[src/pkg/seip_pkg.sv]
// Overview of operation
// - enabled event gives one low irq pulse
// - init-phase pulse settings apply to pulses
// - masked sources never produce a pulse
// - each gpio level change raises event
// - per-gpio wake event when wake enabled
// - CAN wake-up raises an event
// - LIN wake-up raises an event
// - CAN stuck, dominant and overtemp faults flagged
// - LIN stuck, dominant and overtemp faults flagged
// - software interrupt request gives a pulse
// - clock count not sixteen flags framing error in main state
// - bad access, init write outside init phase, bad address flagged in main state
// - parity mismatch raises an event in main state
// - secured check failure raises an event
// - aux/sensor current limit timeout raises event
// - CAN supply thermal shutdown raises event
// - buck/boost mode reported as event source
// - sensor reference thermal shutdown raises event
package seip_pkg;
   // -------------------------------------------------------
   // event source layout
   // -------------------------------------------------------
   localparam int unsigned NUM_GPIO = 6;
   localparam int unsigned NUM_SRC = 32;
   localparam int unsigned SRC_GPIO_CHG = 0;
   localparam int unsigned SRC_GPIO_WAKE = 6;
   localparam int unsigned SRC_CAN_WAKE = 12;
   localparam int unsigned SRC_LIN_WAKE = 13;
   localparam int unsigned SRC_CAN_RX_REC = 14;
   localparam int unsigned SRC_CAN_TX_DOM = 15;
   localparam int unsigned SRC_CAN_BUS_DOM = 16;
   localparam int unsigned SRC_CAN_OVER_TEMP = 17;
   localparam int unsigned SRC_LIN_RX_REC = 18;
   localparam int unsigned SRC_LIN_TX_DOM = 19;
   localparam int unsigned SRC_LIN_BUS_DOM = 20;
   localparam int unsigned SRC_LIN_OVER_TEMP = 21;
   localparam int unsigned SRC_SPI_CLK = 22;
   localparam int unsigned SRC_SPI_REQ = 23;
   localparam int unsigned SRC_SPI_PAR = 24;
   localparam int unsigned SRC_SPI_SEC = 25;
   localparam int unsigned SRC_AUX_ILIM = 26;
   localparam int unsigned SRC_SNS_ILIM = 27;
   localparam int unsigned SRC_CAN_TSD = 28;
   localparam int unsigned SRC_BOB = 29;
   localparam int unsigned SRC_SNS_TSD = 30;
   localparam int unsigned SRC_SW_REQ = 31;
   // -------------------------------------------------------
   // serial frame and pulse timing
   // -------------------------------------------------------
   localparam logic [4:0] FRAME_CLKS = 5'h10;
   localparam int unsigned PW_BITS = 8;
   localparam logic [PW_BITS-1:0] PW_RESET = 8'h64;
   localparam logic [PW_BITS-1:0] PW_MIN = 8'h01;
   localparam logic [NUM_SRC-1:0] MASK_RESET = 32'h00000000;
   typedef logic [NUM_SRC-1:0] seip_src_t;
   typedef enum logic [1:0]
   {
      SEIP_IDLE = 2'b00,
      SEIP_PULSE = 2'b01,
      SEIP_GAP = 2'b10
   } seip_state_e;
endpackage : seip_pkg

[src/pkg/seip_pulse_if.sv]
`timescale 1ns/1ps
interface seip_pulse_if;
   import seip_pkg::*;
   logic trigger;
   logic [PW_BITS-1:0] width;
   logic gapEn;
   logic busy;
   logic irqLow;
   modport ctrl (output trigger, output width, output gapEn, input busy, input irqLow);
   modport gen (input trigger, input width, input gapEn, output busy, output irqLow);
endinterface : seip_pulse_if

[src/core/seip_pulse_gen.sv]
`timescale 1ns/1ps
module seip_pulse_gen
(
   // clock and reset
   input wire logic sys_clk,
   input wire logic nrst,
   input wire logic clkEn,
   // pulse control
   seip_pulse_if.gen pif
);
   import seip_pkg::*;
   seip_state_e state_q;
   seip_state_e state_d;
   logic [PW_BITS-1:0] cnt_q;
   logic [PW_BITS-1:0] cnt_d;
   logic irq_q;
   logic lastCnt;
   assign lastCnt = (cnt_q <= PW_MIN);
   always_comb
   begin
      state_d = state_q;
      cnt_d = cnt_q;
      unique case (state_q)
         SEIP_IDLE:
         begin
            if (pif.trigger)
            begin
               state_d = SEIP_PULSE;
               cnt_d = (pif.width < PW_MIN) ? PW_MIN : pif.width;
            end
         end
         SEIP_PULSE:
         begin
            cnt_d = cnt_q - PW_MIN;
            if (lastCnt)
            begin
               state_d = pif.gapEn ? SEIP_GAP : SEIP_IDLE;
               cnt_d = (pif.width < PW_MIN) ? PW_MIN : pif.width;
            end
         end
         SEIP_GAP:
         begin
            cnt_d = cnt_q - PW_MIN;
            if (lastCnt)
               state_d = SEIP_IDLE;
         end
         default:
         begin
            state_d = SEIP_IDLE;
         end
      endcase
   end
   always_ff @(posedge sys_clk or negedge nrst)
   begin
      if (!nrst)
      begin
         state_q <= SEIP_IDLE;
         cnt_q <= '0;
         irq_q <= 1'b0;
      end
      else if (clkEn)
      begin
         state_q <= state_d;
         cnt_q <= cnt_d;
         irq_q <= (state_d == SEIP_PULSE);
      end
   end
   assign pif.busy = (state_q != SEIP_IDLE);
   assign pif.irqLow = irq_q;
endmodule : seip_pulse_gen

[src/core/seip_event_irq.sv]
`timescale 1ns/1ps
module seip_event_irq
(
   // clock and reset
   input wire logic sys_clk,
   input wire logic nrst,
   input wire logic clkEn,
   // configuration
   input wire logic initPhase,
   input wire logic cfgWrite,
   input wire logic [seip_pkg::PW_BITS-1:0] cfgPulseWidth,
   input wire logic cfgGapEn,
   input wire seip_pkg::seip_src_t cfgMask,
   input wire logic [seip_pkg::NUM_GPIO-1:0] gpioWakeEn,
   input wire logic swIrqReq,
   // gpio and transceivers
   input wire logic [seip_pkg::NUM_GPIO-1:0] gpioLevel,
   input wire logic [seip_pkg::NUM_GPIO-1:0] gpioWakeDet,
   input wire logic can_wake_event,
   input wire logic lin_wake_event,
   input wire logic canRxStuckRecessive,
   input wire logic canTxStuckDominant,
   input wire logic canBusDominant,
   input wire logic can_over_temp,
   input wire logic lin_rx_stuck_recessive,
   input wire logic lin_tx_stuck_dominant,
   input wire logic linBusDominant,
   input wire logic lin_over_temp,
   // serial frame checks
   input wire logic chip_select_n,
   input wire logic spiClkEdge,
   input wire logic mainState,
   input wire logic frameDone,
   input wire logic frameParityOk,
   input wire logic frameSecureOk,
   input wire logic frameMalformed,
   input wire logic frameInitWrite,
   input wire logic frameBadAddr,
   // supplies
   input wire logic auxIlimExpired,
   input wire logic snsIlimExpired,
   input wire logic canSupplyTsd,
   input wire logic boostMode,
   input wire logic snsRefTsd,
   // outputs
   output logic irq_out_n,
   output logic canSupplyEnable,
   output seip_pkg::seip_src_t eventStatus
);
   import seip_pkg::*;
   // -------------------------------------------------------
   // configuration latched in init phase
   // -------------------------------------------------------
   logic [PW_BITS-1:0] pw_q;
   logic gap_q;
   seip_src_t mask_q;
   logic cfgTake;
   assign cfgTake = cfgWrite && initPhase;
   always_ff @(posedge sys_clk or negedge nrst)
   begin
      if (!nrst)
      begin
         pw_q <= PW_RESET;
         gap_q <= 1'b0;
         mask_q <= MASK_RESET;
      end
      else if (clkEn && cfgTake)
      begin
         pw_q <= cfgPulseWidth;
         gap_q <= cfgGapEn;
         mask_q <= cfgMask;
      end
   end
   // -------------------------------------------------------
   // frame clock counter
   // -------------------------------------------------------
   logic [4:0] clkCnt_q;
   logic csLow_q;
   logic frameEnd;
   logic clkCntBad;
   logic frameCheck;
   assign frameEnd = csLow_q && chip_select_n;
   assign clkCntBad = frameEnd && mainState && (clkCnt_q != FRAME_CLKS);
   assign frameCheck = frameDone && mainState;
   always_ff @(posedge sys_clk or negedge nrst)
   begin
      if (!nrst)
      begin
         clkCnt_q <= '0;
         csLow_q <= 1'b0;
      end
      else if (clkEn)
      begin
         csLow_q <= !chip_select_n;
         if (chip_select_n)
            clkCnt_q <= '0;
         else if (spiClkEdge && clkCnt_q != '1)
            clkCnt_q <= clkCnt_q + 5'h01;
      end
   end
   // -------------------------------------------------------
   // raw source levels
   // -------------------------------------------------------
   seip_src_t srcLvl;
   logic bobPrev_q;
   logic [NUM_GPIO-1:0] gpioPrev_q;
   logic [NUM_GPIO-1:0] gpioChg;
   assign gpioChg = gpioLevel ^ gpioPrev_q;
   assign srcLvl[SRC_GPIO_CHG +: NUM_GPIO] = gpioChg;
   assign srcLvl[SRC_GPIO_WAKE +: NUM_GPIO] = gpioWakeDet & gpioWakeEn;
   assign srcLvl[SRC_CAN_WAKE] = can_wake_event;
   assign srcLvl[SRC_LIN_WAKE] = lin_wake_event;
   assign srcLvl[SRC_CAN_RX_REC] = canRxStuckRecessive;
   assign srcLvl[SRC_CAN_TX_DOM] = canTxStuckDominant;
   assign srcLvl[SRC_CAN_BUS_DOM] = canBusDominant;
   assign srcLvl[SRC_CAN_OVER_TEMP] = can_over_temp;
   assign srcLvl[SRC_LIN_RX_REC] = lin_rx_stuck_recessive;
   assign srcLvl[SRC_LIN_TX_DOM] = lin_tx_stuck_dominant;
   assign srcLvl[SRC_LIN_BUS_DOM] = linBusDominant;
   assign srcLvl[SRC_LIN_OVER_TEMP] = lin_over_temp;
   assign srcLvl[SRC_SPI_CLK] = clkCntBad;
   assign srcLvl[SRC_SPI_REQ] = frameCheck && (frameMalformed || (frameInitWrite && !initPhase) || frameBadAddr);
   assign srcLvl[SRC_SPI_PAR] = frameCheck && !frameParityOk;
   assign srcLvl[SRC_SPI_SEC] = frameDone && !frameSecureOk;
   assign srcLvl[SRC_AUX_ILIM] = auxIlimExpired;
   assign srcLvl[SRC_SNS_ILIM] = snsIlimExpired;
   assign srcLvl[SRC_CAN_TSD] = canSupplyTsd;
   assign srcLvl[SRC_SNS_TSD] = snsRefTsd;
   assign srcLvl[SRC_SW_REQ] = swIrqReq;
   // mode change in either direction is the event
   assign srcLvl[SRC_BOB] = boostMode ^ bobPrev_q;
   // -------------------------------------------------------
   // edge detection and pending
   // -------------------------------------------------------
   seip_src_t lvl_q;
   seip_src_t rise;
   seip_src_t pend_q;
   seip_src_t pend_d;
   logic pulseStart;
   seip_pulse_if pif();
   assign rise = srcLvl & ~lvl_q;
   assign pulseStart = (|pend_q) && !pif.busy;
   // a new edge in the start cycle stays pending
   assign pend_d = (pulseStart ? '0 : pend_q) | (rise & ~mask_q);
   assign canSupplyEnable = !canSupplyTsd;
   always_ff @(posedge sys_clk or negedge nrst)
   begin
      if (!nrst)
      begin
         lvl_q <= '0;
         pend_q <= '0;
         gpioPrev_q <= '0;
         bobPrev_q <= 1'b0;
         eventStatus <= '0;
      end
      else if (clkEn)
      begin
         lvl_q <= srcLvl;
         pend_q <= pend_d;
         gpioPrev_q <= gpioLevel;
         bobPrev_q <= boostMode;
         eventStatus <= eventStatus | rise;
         if (pulseStart)
            eventStatus <= rise;
      end
   end
   // -------------------------------------------------------
   // pulse generation
   // -------------------------------------------------------
   assign pif.trigger = pulseStart;
   assign pif.width = pw_q;
   assign pif.gapEn = gap_q;
   seip_pulse_gen u_pulse
   (
      .sys_clk(sys_clk),
      .nrst(nrst),
      .clkEn(clkEn),
      .pif(pif)
   );
   assign irq_out_n = !pif.irqLow;
   // -------------------------------------------------------
   // checks
   // -------------------------------------------------------
   a_masked_no_pend: assert property (@(posedge sys_clk) disable iff (!nrst)
      (clkEn && !pulseStart && pend_q == '0 && (rise & ~mask_q) == '0) |=> pend_q == '0)
      else $error("masked event became pending");
   a_pend_fires: assert property (@(posedge sys_clk) disable iff (!nrst)
      (clkEn && pulseStart) |=> !clkEn || !irq_out_n)
      else $error("pending event gave no pulse");
   a_pulse_returns: assert property (@(posedge sys_clk) disable iff (!nrst)
      $fell(irq_out_n) |-> ##[1:300] irq_out_n)
      else $error("interrupt output stuck low");
   a_sw_request: assert property (@(posedge sys_clk) disable iff (!nrst)
      (clkEn && rise[SRC_SW_REQ] && !mask_q[SRC_SW_REQ]) |=> pend_q[SRC_SW_REQ] || !irq_out_n)
      else $error("software request lost");
   a_frame_count: assert property (@(posedge sys_clk) disable iff (!nrst)
      (frameEnd && mainState && clkCnt_q == FRAME_CLKS) |-> !srcLvl[SRC_SPI_CLK])
      else $error("good frame flagged as framing error");
   a_cfg_locked: assert property (@(posedge sys_clk) disable iff (!nrst)
      (clkEn && !initPhase) |=> $stable(pw_q))
      else $error("pulse width changed outside init");
   a_gpio_change: assert property (@(posedge sys_clk) disable iff (!nrst)
      (clkEn ##1 clkEn && gpioLevel != $past(gpioLevel)) |-> srcLvl[SRC_GPIO_CHG +: NUM_GPIO] != '0)
      else $error("gpio change not seen");
   a_can_restart: assert property (@(posedge sys_clk) disable iff (!nrst)
      $fell(canSupplyTsd) |-> canSupplyEnable)
      else $error("can supply not restarted");
endmodule : seip_event_irq

[config.mk]
export PLATFORM = sky130hd
export DESIGN_NAME = seip_event_irq
export DESIGN_NICKNAME = d
export VERILOG_FILES = /design/src/pkg/seip_pkg.sv /design/src/pkg/seip_pulse_if.sv /design/src/core/seip_pulse_gen.sv /design/src/core/seip_event_irq.sv
export SDC_FILE = /design/constraint.sdc
export NUM_CORES = 1
export LEC_CHECK = 0
export ABC_CLOCK_PERIOD_IN_PS = 5350
export BUFFER_PORTS_ARGS = -buffer_cell sky130_fd_sc_hd__clkbuf_2
export CORE_MARGIN = 3
export CORE_UTILIZATION = 59
export DETAILED_ROUTE_END_ITERATION = 6
export PLACE_DENSITY = 0.84
export RECOVER_POWER = 100
export SLEW_MARGIN = 20
export SYNTH_ARGS = -nofsm -noshare
export SYNTH_HDL_FRONTEND = slang
export SYNTH_SLANG_ARGS = --single-unit
[constraint.sdc]
create_clock -name sys_clk -period 5.35 [get_ports sys_clk]
set_clock_uncertainty 0.15 [all_clocks]
set_input_delay 0.8025 -clock sys_clk [delete_from_list [all_inputs] [get_ports sys_clk]]
set_output_delay 0.8025 -clock sys_clk [all_outputs]
set_load 0.05 [all_outputs]
# After elaboration in Yosys (flattened, before gate mapping)
# Index checks and enable logic that the tools add are counted.
# word_totals
in_bits,89
elab_cells,73
ff_bits,161
out_inout_bits,34
# op_classes
muxes,13
n_eq_ne,6
bitwise_logic,9
add_sub_neg,2
magnitude_cmp,2
reduce_logical,28
# ops
cell,n
32-bit bitwise AND,2
32-bit two-way mux,2
32-bit NOT,2
32-bit OR,2
32-bit OR reduction,1
8-bit two-way mux,3
8-bit one-hot mux with 3 select lines,1
1-bit logical AND,12
5-bit two-way mux,2
"5-bit inequality test, second input constant",2
"8-bit by 1-bit <= comparator with 1-bit output, second input constant",1
"8-bit by 1-bit less-than comparator with 1-bit output, second input constant",1
2-bit two-way mux,4
"8-bit by 1-bit subtractor with 8-bit output, second input constant",1
1-bit zero test,7
6-bit bitwise AND,1
2-bit one-hot mux with 3 select lines,1
6-bit bitwise XOR,1
"5-bit by 1-bit adder with 5-bit output, second input constant",1
"2-bit by 1-bit == test with 1-bit output, second input constant",2
2-bit nonzero test,2
3-bit AND reduction,1
3-bit nonzero test,1
"2-bit == test, second input constant",1
5 further kinds,6

# Longest topological paths before layout
# Gate-level depths: netlist of run 1.
# depth
depth_word,8
mapped_depth,8
mapped_depth_nobuf,8

# By module
# From an unflattened synthesis of run 1, not the netlist that was laid out.
# unflattened
cells_unflattened,553
area_unflattened_um2,6774.0
# modules_own_cells
mod,instances,area_each_um2,seq_area_each_um2,cells_per_inst
seip_event_irq,1,5952.0,3757.4,457
seip_pulse_gen,1,822.0,275.3,96

# Least setup slack after synthesis of run 1
# Ideal clock, no wire load.
# synth_path
path_type,input to register
from,in clkEn
to,reg clkCnt_q[0]
setup_ps,125
path_buffers,2
slack_ps,3269
stages,4
t_required_ps,5075
arrival_time_ps,1806
cell_sequence,clkbuf_1 -> clkbuf_1 -> o21ai_0 -> mux2_2
# synth_between
elab_chain_cells,1
# synth_lines
element,line,text
start: declaration,seip_event_irq.sv:7,"input wire logic clkEn,"
2-bit AND reduction (no line),--,
end signal: assignment,seip_event_irq.sv:98,clkCnt_q <= clkCnt_q + 5'h01;
end: declaration,seip_event_irq.sv:77,logic [4:0] clkCnt_q;
# No other way between the ends.
# A chain may end at the register's enable or synchronous reset.

==> impl_metrics.tcl, run 1 <==
set metrics [dict create \
    power_per_cell_area_nw_per_um2 540 \
    startpoint_type "primary input" \
    grt_pass1_wl_um 25300 \
    ctsResizeCount 0 \
    hold_viol_final 0 \
    ys_seq_area_share_pct 60.9 \
    max-cap-violations 2 \
    synth_top_area_cell "dfrtp_1" \
    maxSlewHeadroom_pct -21.8 \
    post-place-ws_ns 2.23 \
    slowest_stage "clkbuf_1" \
    nFillCells 758 \
    rsz0062_at_grt "false" \
    drive_above_1_share_pct 24.8 \
    min_period_ns 3.81 \
    synthSimpleGateAreaFrac_pct 12.0 \
    htreeDepth 4 \
    final_common_cell "dfrtp_1" \
    seqCellArea_sq_um 4030 \
    via_per_inst 5.74 \
    design.core.area_sq_um 10900 \
    clock-sinks 161 \
    crit_type "in2reg" \
    critPathCaptureType "flip-flop" \
    antenna_found_initial 0 \
    met2_wirelength_um 7250 \
    final_cell_mix "dfrtp_1 (158), nand2_1 (100), clkbuf_2 (86)" \
    syn_nets 690 \
    cts_hold_buf 0 \
    synth-adder-area-share_pct 1.70 \
    muxShareOfSynthArea_pct 8.68 \
    path_clk_slew_ns 0.06 \
    total_power_w 0.00426 \
    tns_ns 0 \
    worst_slack_ns 1.54 \
    syn_to_final_growth_pct 19.2 \
    ant_nets 0 \
    clock_latency_ns 0.54 \
    wire_per_inst_um 17.2 \
    highest-signal-layer "met4" \
    syn-mean-instance-area_sq_um 11.2 \
    power.static_leakage_nw 3.74 \
    cts_buffer_depth 2 \
    synth_area_leaders "dfrtp_1 (60%), mux2_2 (8.7%), nand2_1 (5.7%)" \
    drtIter0Drc 328 \
    synth_area_sq_um 6620 \
    setup_viol 0 \
    cts_setup_buffers 0 \
    nets 814 \
    place_congestion 0.830 \
    violations "capacitance limit, slew limit" \
    row_count 38 \
    cts_tree "done" \
    reg2reg_setup_slack_ns 1.86 \
    drt_wl_total_um 14900 \
    period_share_pct 71.1 \
    design.die.area_sq_um 12500 \
    hpwl_um 10500 \
    crit_buf_inv 3 \
    io-pin-count 123 \
    worstMarginPinSlew_ns 1.83 \
    die_h_um 112 \
    cpMostUsedCell "buf_4" \
    grt_usage_pct 25.5 \
    ir_drop_mv 0.342 \
    worstPathCellList "clkbuf_1 > buf_4 > o211ai_1 > buf_4 > nand2_1 > o21ai_0" \
    first_pass_iters 5 \
    synth-seq-cells 161 \
    syn_inst 592 \
    place_area_sq_um 7380 \
    vias 4989 \
    postLayoutCellArea_sq_um 7890 \
    diodes 0 \
    synth_top_area_share_pct 59.8 \
    initial_core_util_pct 60.8 \
    wirelength_met1_um 6410 \
    slowest_delay_ns 1.28 \
    grt_overflow 0 \
    hp-class "in2async" \
    multi_input_area_sq_um 2330 \
    clock.fmax_mhz 263 \
    synth_xor_area_share_pct 0.927 \
    ys_warn_count 0 \
    cp_max_fo 46 \
    cp.arrival_ns 4.06 \
    crit_family "buffers and inverters" \
    synth_top_family_by_area "compound AO/OA/AOI/OAI gates" \
    die_x_um 112 \
    required_ns 5.60 \
    grt_start_max_net_pins 65 \
    yosys.cell_types.count 46 \
    grt_pass1_vias 5302 \
    drv_slew 81 \
    status "complete, but fails checks" \
    route.detailed.drc 0 \
    portBuffers 122 \
    synth-compound-area-share_pct 12.0 \
    final_core_util_pct 72.4 \
    root_buffer "clkbuf_8" \
    cts-buffers-inserted 17 \
    wl_met3_um 1010 \
]
-- power by group --
part / switching, W / total (W) / internal (W)
clock network: 0.000491 / 0.00117 / 0.000682
logic: 0.000920 / 0.00130 / 0.000378
registers: 0.000234 / 0.00179 / 0.00156
-- per-stage QoR --
step	hold WS [ns]	instances
finish	0.0792	869
detailed placement	0.296	837
floorplan	0.275	592
global placement	0.285	837
CTS	0.0994	869
global route	0.121	869
-- cell usage after synthesis, drive strengths merged --
cell and number:
a21o 2, mux2 51, a32oi 2, nand3b 2, a22oi 3, or2 1
nor2 18, ha 9, nand4 10, and3 2, o31ai 20, a41o 1
o21ai 60, a21oi 12, or3 6, a311o 1, o41ai 2, inv 43
nand2 100, dfstp 3, o21a 2, o22ai 7, nor4 11, o32ai 1
nand3 11, o211ai 1, buf 5, dfrtp 158, nor3 5, xnor2 6
xor2 1, o2bb2ai 2, clkbuf 17, a22o 3, a211oi 2, a31oi 2
a221oi 1, or4 2, a211o 1, nand2b 3, nor2b 3
-- flip-flops by register name, indices dropped and copies added, names as in the netlist --
signal / cells
bobPrev_q: 1
clkCnt_q: 5
csLow_q: 1
eventStatus: 32
gap_q: 1
gpioPrev_q: 6
lvl_q: 32
mask_q: 32
pend_q: 32
pif.width: 8
u_pulse.cnt_q: 8
u_pulse.pif.irqLow: 1
u_pulse.state_q: 2
-- layer usage --
| layer | up-vias | global-route usage [%] |
|---|---|---|
| met5 | - | 0 |
| met4 | 0 | 9.65 |
| li1 | 2318 | - |
| met3 | 23 | 6.09 |
| met1 | 2461 | 34.7 |
| met2 | 187 | 40.4 |
-- final cells by class --
cell class              count  share of cell area, %
flip-flops and latches    161                   51.1
multi-input cells         366                   29.6
repair buffers            127                   7.69
clock buffers              18                   5.43
well taps                 140                   2.22
inverters                  43                   2.05
clock inverters            14                   1.92
-- logic make-up after synthesis --
| logic type | after synthesis |
|---|---|
| fa+ha+maj | 9 |
| compound gates | 125 |
| flops | 161 |
| xor+xnor | 7 |
| mux | 51 |
| simple gates | 174 |
| buf+inv | 65 |
-- worst reg2reg max path: stages, from the launching register on --
cell	delay, ns
dfrtp_1	0.39
nor4_1	0.57
nand4_1	0.34
o211ai_1	1.13
buf_4	0.58
nand2_1	0.14
o41ai_1	0.08
-- worst paths after layout --
path	from	to	depth (start not counted)
max in group asynchronous	nrst	u_pulse.cnt_q[0]	2
setup / recovery	clkEn	pend_q[29]	6
hold / removal	nrst	pend_q[4]	1
setup reg to reg	pend_q[3]	pend_q[24]	6
min in group sys_clk	mask_q[16]	pend_q[16]	1
hold reg to reg	mask_q[16]	pend_q[16]	1
No activity file was read; power rests on OpenSTA's default activity.
==> run 2: changes to the inputs <==
--- a/config.mk
+++ b/config.mk
@@ -5,12 +5,12 @@
 export SDC_FILE = /design/constraint.sdc
 export NUM_CORES = 1
 export LEC_CHECK = 0
-export ABC_CLOCK_PERIOD_IN_PS = 5350
+export ABC_CLOCK_PERIOD_IN_PS = 3800
 export BUFFER_PORTS_ARGS = -buffer_cell sky130_fd_sc_hd__clkbuf_2
 export CORE_MARGIN = 3
-export CORE_UTILIZATION = 59
+export CORE_UTILIZATION = 55
 export DETAILED_ROUTE_END_ITERATION = 6
-export PLACE_DENSITY = 0.84
+export PLACE_DENSITY = 0.79
 export RECOVER_POWER = 100
 export SLEW_MARGIN = 20
 export SYNTH_ARGS = -nofsm -noshare
==> constraint.sdc (replaced) <==
create_clock -name sys_clk -period 3.8 [get_ports sys_clk]
set_clock_uncertainty 0.15 [all_clocks]
set_input_delay 0.57 -clock sys_clk [delete_from_list [all_inputs] [get_ports sys_clk]]
set_output_delay 0.57 -clock sys_clk [all_outputs]
set_load 0.05 [all_outputs]
==> impl_metrics.tcl, run 2 (synthesis results as in run 1) <==
set metrics [dict create \
    clock-sinks 161 \
    post-place-ws_ns 1.36 \
    row_count 39 \
    drtIter0Drc 351 \
    ir_drop_mv 0.440 \
    die_x_um 116 \
    antenna_found_initial 0 \
    cts_hold_buf 0 \
    diodes 0 \
    path_clk_slew_ns 0.06 \
    root_buffer "clkbuf_16" \
    nets 815 \
    design.core.area_sq_um 11600 \
    worstMarginPinSlew_ns 1.83 \
    violations "capacitance limit, slew limit" \
    hold_viol_final 0 \
    htreeDepth 4 \
    portBuffers 122 \
    startpoint_type "primary input" \
    crit_type "in2reg" \
    seqCellArea_sq_um 4030 \
    setup_viol 0 \
    grt_pass1_vias 5202 \
    clock_latency_ns 0.42 \
    final_cells 873 \
    cp.arrival_ns 2.92 \
    hold_depth 2 \
    grt_pass1_wl_um 24900 \
    grt_start_max_net_pins 89 \
    clock.fmax_mhz 361 \
    dp_cells 841 \
    ctsResizeCount 0 \
    multi_input_area_sq_um 2330 \
    cts_tree "done" \
    required_ns 3.95 \
    vias 5037 \
    maxSlewHeadroom_pct -22.0 \
    worst_slack_ns 1.03 \
    io-pin-count 123 \
    critPathCaptureType "flip-flop" \
    via_per_inst 5.77 \
    power_per_cell_area_nw_per_um2 792 \
    final_cell_mix "dfrtp_1 (158), nand2_1 (100), clkbuf_2 (87)" \
    drv_slew 74 \
    status "complete, but fails checks" \
    cts_buffer_depth 2 \
    hp-class "in2reg" \
    tns_ns 0 \
    min_period_ns 2.77 \
    final_common_cell "dfrtp_1" \
    cp_max_fo 23 \
    hpwl_um 10100 \
    ant_nets 0 \
    first_pass_iters 7 \
    initial_core_util_pct 57.2 \
    drt_wl_total_um 15200 \
    rr_worst_depth 6 \
    place_congestion 0.872 \
    max-cap-violations 1 \
    syn_to_final_growth_pct 21.5 \
    nFillCells 801 \
    power.static_leakage_nw 3.82 \
    period_share_pct 72.9 \
    cts_setup_buffers 0 \
    drive_above_1_share_pct 24.9 \
    design.die.area_sq_um 13400 \
    grt_usage_pct 24.2 \
    grt_overflow 0 \
    route.detailed.drc 0 \
    cts-buffers-inserted 17 \
    rsz0062_at_grt "false" \
    die_h_um 116 \
    wire_per_inst_um 17.5 \
]
run 2: changes by cell type in the layout (fill, tap and decap cells not counted), sizes merged:
| cell | change |
|---|---|
| bufinv | +5 |
| clkbuf | +4 |
| inv | -5 |
| clkinv | -1 |
| clkinvlp | -2 |
run 2: final timing paths:
kind / startpoint / endpoint / slack, ns
worst max-delay path: clkEn / mask_q[26] / 1.03
worst min-delay path: frameParityOk / lvl_q[24] / 0.21
worst max register to register: pend_q[0] / u_pulse.cnt_q[6] / 1.38
worst min register to register: mask_q[6] / pend_q[6] / 0.30
max in group asynchronous: nrst / mask_q[16] / 1.76
min in group asynchronous: nrst / gpioPrev_q[0] / 0.48
run 2: area by class of cell:
cell class / instances / area share, %
clock buffers: 21 / 5.85
inverters: 43 / 2.01
repair buffers: 128 / 7.88
flip-flops and latches: 161 / 50.2
well taps: 143 / 2.23
clock inverters: 11 / 2.86
multi-input cells: 366 / 29.0
run 2: worst max-delay path, stage by stage:
cell      delay, ns
clkbuf_1       0.57
nand3_1        0.87
buf_4          0.56
mux2_2         0.33
run 2: power breakdown:
part	switching, W	total, W	internal, W
Sequential	0.000322	0.00251	0.00219
Clock	0.000656	0.00200	0.00135
Combinational	0.00131	0.00185	0.000543
run 2: layer usage:
layer | share of wire, % | track usage [%] | vias up
met2 | 50 | 40.0 | 186
met4 | 2.4 | 9.98 | 0
li1 | - | - | 2310
met1 | 41 | 30.6 | 2507
met5 | 0 | 0 | -
met3 | 6.4 | 6.58 | 34
run 2: metrics by stage:
stage	power, W	util (%)	hold slack [ns]	instance area [sq um]
6_report	0.00637	69.5	0.206	8040
5_1_grt	0.00669	69.5	0.188	8040
4_1_cts	0.00645	70.1	0.0280	8110
3_5_place_dp	0.00441	64.1	0.294	7410
3_3_place_gp	0.00433	64.1	0.281	7410
2_1_floorplan	0.00384	-	0.124	6620
==> run 3: changes to the inputs <==
--- a/config.mk
+++ b/config.mk
@@ -5,7 +5,7 @@
 export SDC_FILE = /design/constraint.sdc
 export NUM_CORES = 1
 export LEC_CHECK = 0
-export ABC_CLOCK_PERIOD_IN_PS = 3800
+export ABC_CLOCK_PERIOD_IN_PS = 2800
 export BUFFER_PORTS_ARGS = -buffer_cell sky130_fd_sc_hd__clkbuf_2
 export CORE_MARGIN = 3
 export CORE_UTILIZATION = 55
==> constraint.sdc (replaced) <==
create_clock -name sys_clk -period 2.8 [get_ports sys_clk]
set_clock_uncertainty 0.15 [all_clocks]
set_input_delay 0.42 -clock sys_clk [delete_from_list [all_inputs] [get_ports sys_clk]]
set_output_delay 0.42 -clock sys_clk [all_outputs]
set_load 0.05 [all_outputs]
==> impl_metrics.tcl, run 3 (synthesis results as in run 1) <==
set metrics [dict create \
    status "finished clean" \
    antenna_found_initial 0 \
    grt_usage_pct 24.2 \
    worstSetupStartpoint "u_pulse.cnt_q[4]" \
    wire_per_inst_um 17.2 \
    root_buffer "clkbuf_16" \
    required_ns 2.96 \
    reg2reg_from "u_pulse.cnt_q[4]" \
    crit_buf_inv 0 \
    critPathCaptureType "flip-flop" \
    via_per_inst 5.58 \
    setup.worst_path.end "u_pulse.cnt_q[4]" \
    maxSlewHeadroom_pct 17.9 \
    die_x_um 116 \
    clock-sinks 161 \
    grt_pass1_vias 4979 \
    ant_nets 0 \
    nFillCells 898 \
    initial_core_util_pct 57.2 \
    period_share_pct 87.8 \
    rsz0062_at_grt "false" \
    crit_family "compound AO/OA/AOI/OAI gates" \
    setup_viol 0 \
    htreeDepth 4 \
    drt_wl_total_um 15100 \
    seqCellArea_sq_um 4030 \
    io-pin-count 123 \
    final_cell_mix "dfrtp_1 (158), nand2_1 (100), clkbuf_2 (91)" \
    grt_pass1_wl_um 24600 \
    cp_max_fo 12 \
    tns_ns 0 \
    clock_latency_ns 0.43 \
    design.die.area_sq_um 13400 \
    row_count 39 \
    reg2reg_setup_slack_ns 0.34 \
    multi_input_area_sq_um 2330 \
    path_clk_slew_ns 0.06 \
    final_common_cell "dfrtp_1" \
    cts_buffer_depth 2 \
    rr_worst_depth 5 \
    power_per_cell_area_nw_per_um2 1030 \
    hpwl_um 10400 \
    place_congestion 0.850 \
    worstPathCellList "or4_4 > nor3_4 > o21ai_1 > a211o_1 > a22o_1" \
    grt_start_max_net_pins 75 \
    drtIter0Drc 290 \
    min_period_ns 2.46 \
    drv_slew 0 \
    crit_type "reg2reg" \
    clock.fmax_mhz 407 \
    cp.arrival_ns 2.62 \
    cts_tree "done" \
    first_pass_iters 4 \
    worstMarginPinSlew_ns 1.23 \
    cts_setup_buffers 0 \
    ir_drop_mv 0.624 \
    hp-class "in2reg" \
    portBuffers 122 \
    r2r-end "u_pulse.cnt_q[4]" \
    crit_cells 5 \
    hold_viol_final 0 \
    power.static_leakage_nw 3.77 \
    max-cap-violations 0 \
    nets 819 \
    slowest_delay_ns 0.55 \
    drive_above_1_share_pct 24.5 \
    startpoint_type "flip-flop" \
    slowest_stage "or4_4" \
    cts-buffers-inserted 17 \
    final_core_util_pct 68.6 \
    die_h_um 116 \
    route.detailed.drc 0 \
    grt_overflow 0 \
    syn_to_final_growth_pct 19.9 \
    design.core.area_sq_um 11600 \
    vias 4900 \
    total_power_w 0.00817 \
]
-- run 3: stage by stage --
| step | cells | area [sq um] | setup slack, ns | hold slack (ns) |
|---|---|---|---|---|
| after floorplan | 592 | 6620 | 0.749 | -0.0256 |
| after global placement | 844 | 7440 | 0.467 | 0.286 |
| after detailed placement | 844 | 7440 | 0.430 | 0.294 |
| after CTS | 877 | 8040 | 0.355 | 0.0195 |
| after global routing | 877 | 7930 | 0.112 | 0.0454 |
| final | 878 | 7930 | 0.342 | 0.0452 |
-- run 3: where the power goes --
part / internal, W / total [W] / switching (W)
clock: 0.00139 / 0.00228 / 0.000888
combinational: 0.000736 / 0.00248 / 0.00175
sequential: 0.00297 / 0.00342 / 0.000444
total: 0.00510 / 0.00817 / 0.00308
-- run 3: routing by layer --
layer | up-vias | routed length, um | GRT usage, %
li1 | 2314 | - | -
met1 | 2431 | 6560 | 31.7
met2 | 130 | 7500 | 39.2
met3 | 25 | 774 | 7.31
met4 | 0 | 270 | 7.58
met5 | - | 0 | 0
-- run 3: timing repair --
action	CTS	global route
hold endpoints to repair	68	0
hold buffers	1	0
resized for setup	0	0
-- run 3: cell type report --
class / count / share of cell area [%]
Antenna cell: 1 / 0.0315
Clock buffer: 25 / 6.12
Clock inverter: 7 / 1.25
Inverter: 43 / 2.03
Multi-Input combinational cell: 366 / 29.3
Sequential cell: 161 / 50.8
Tap cell: 143 / 2.26
Timing Repair Buffer: 132 / 8.15
-- run 3: worst min-delay path by stage --
stage,startpoint,to,slack [ns],depth (start not counted)
after floorplan,nrst,bobPrev_q,-0.03,0
after global placement,mask_q[27],pend_q[27],0.29,1
after detailed placement,mask_q[13],pend_q[13],0.29,1
after CTS,frameParityOk,lvl_q[24],0.02,2
after global routing,frameParityOk,lvl_q[24],0.05,2
final,frameParityOk,lvl_q[24],0.05,2
-- run 3: worst register-to-register path, cell delays in order (launching register included) --
cell and delay (ns):
dfrtp_1 0.44, or4_4 0.55, nor3_4 0.25, o21ai_1 0.32
a211o_1 0.39, a22o_1 0.24
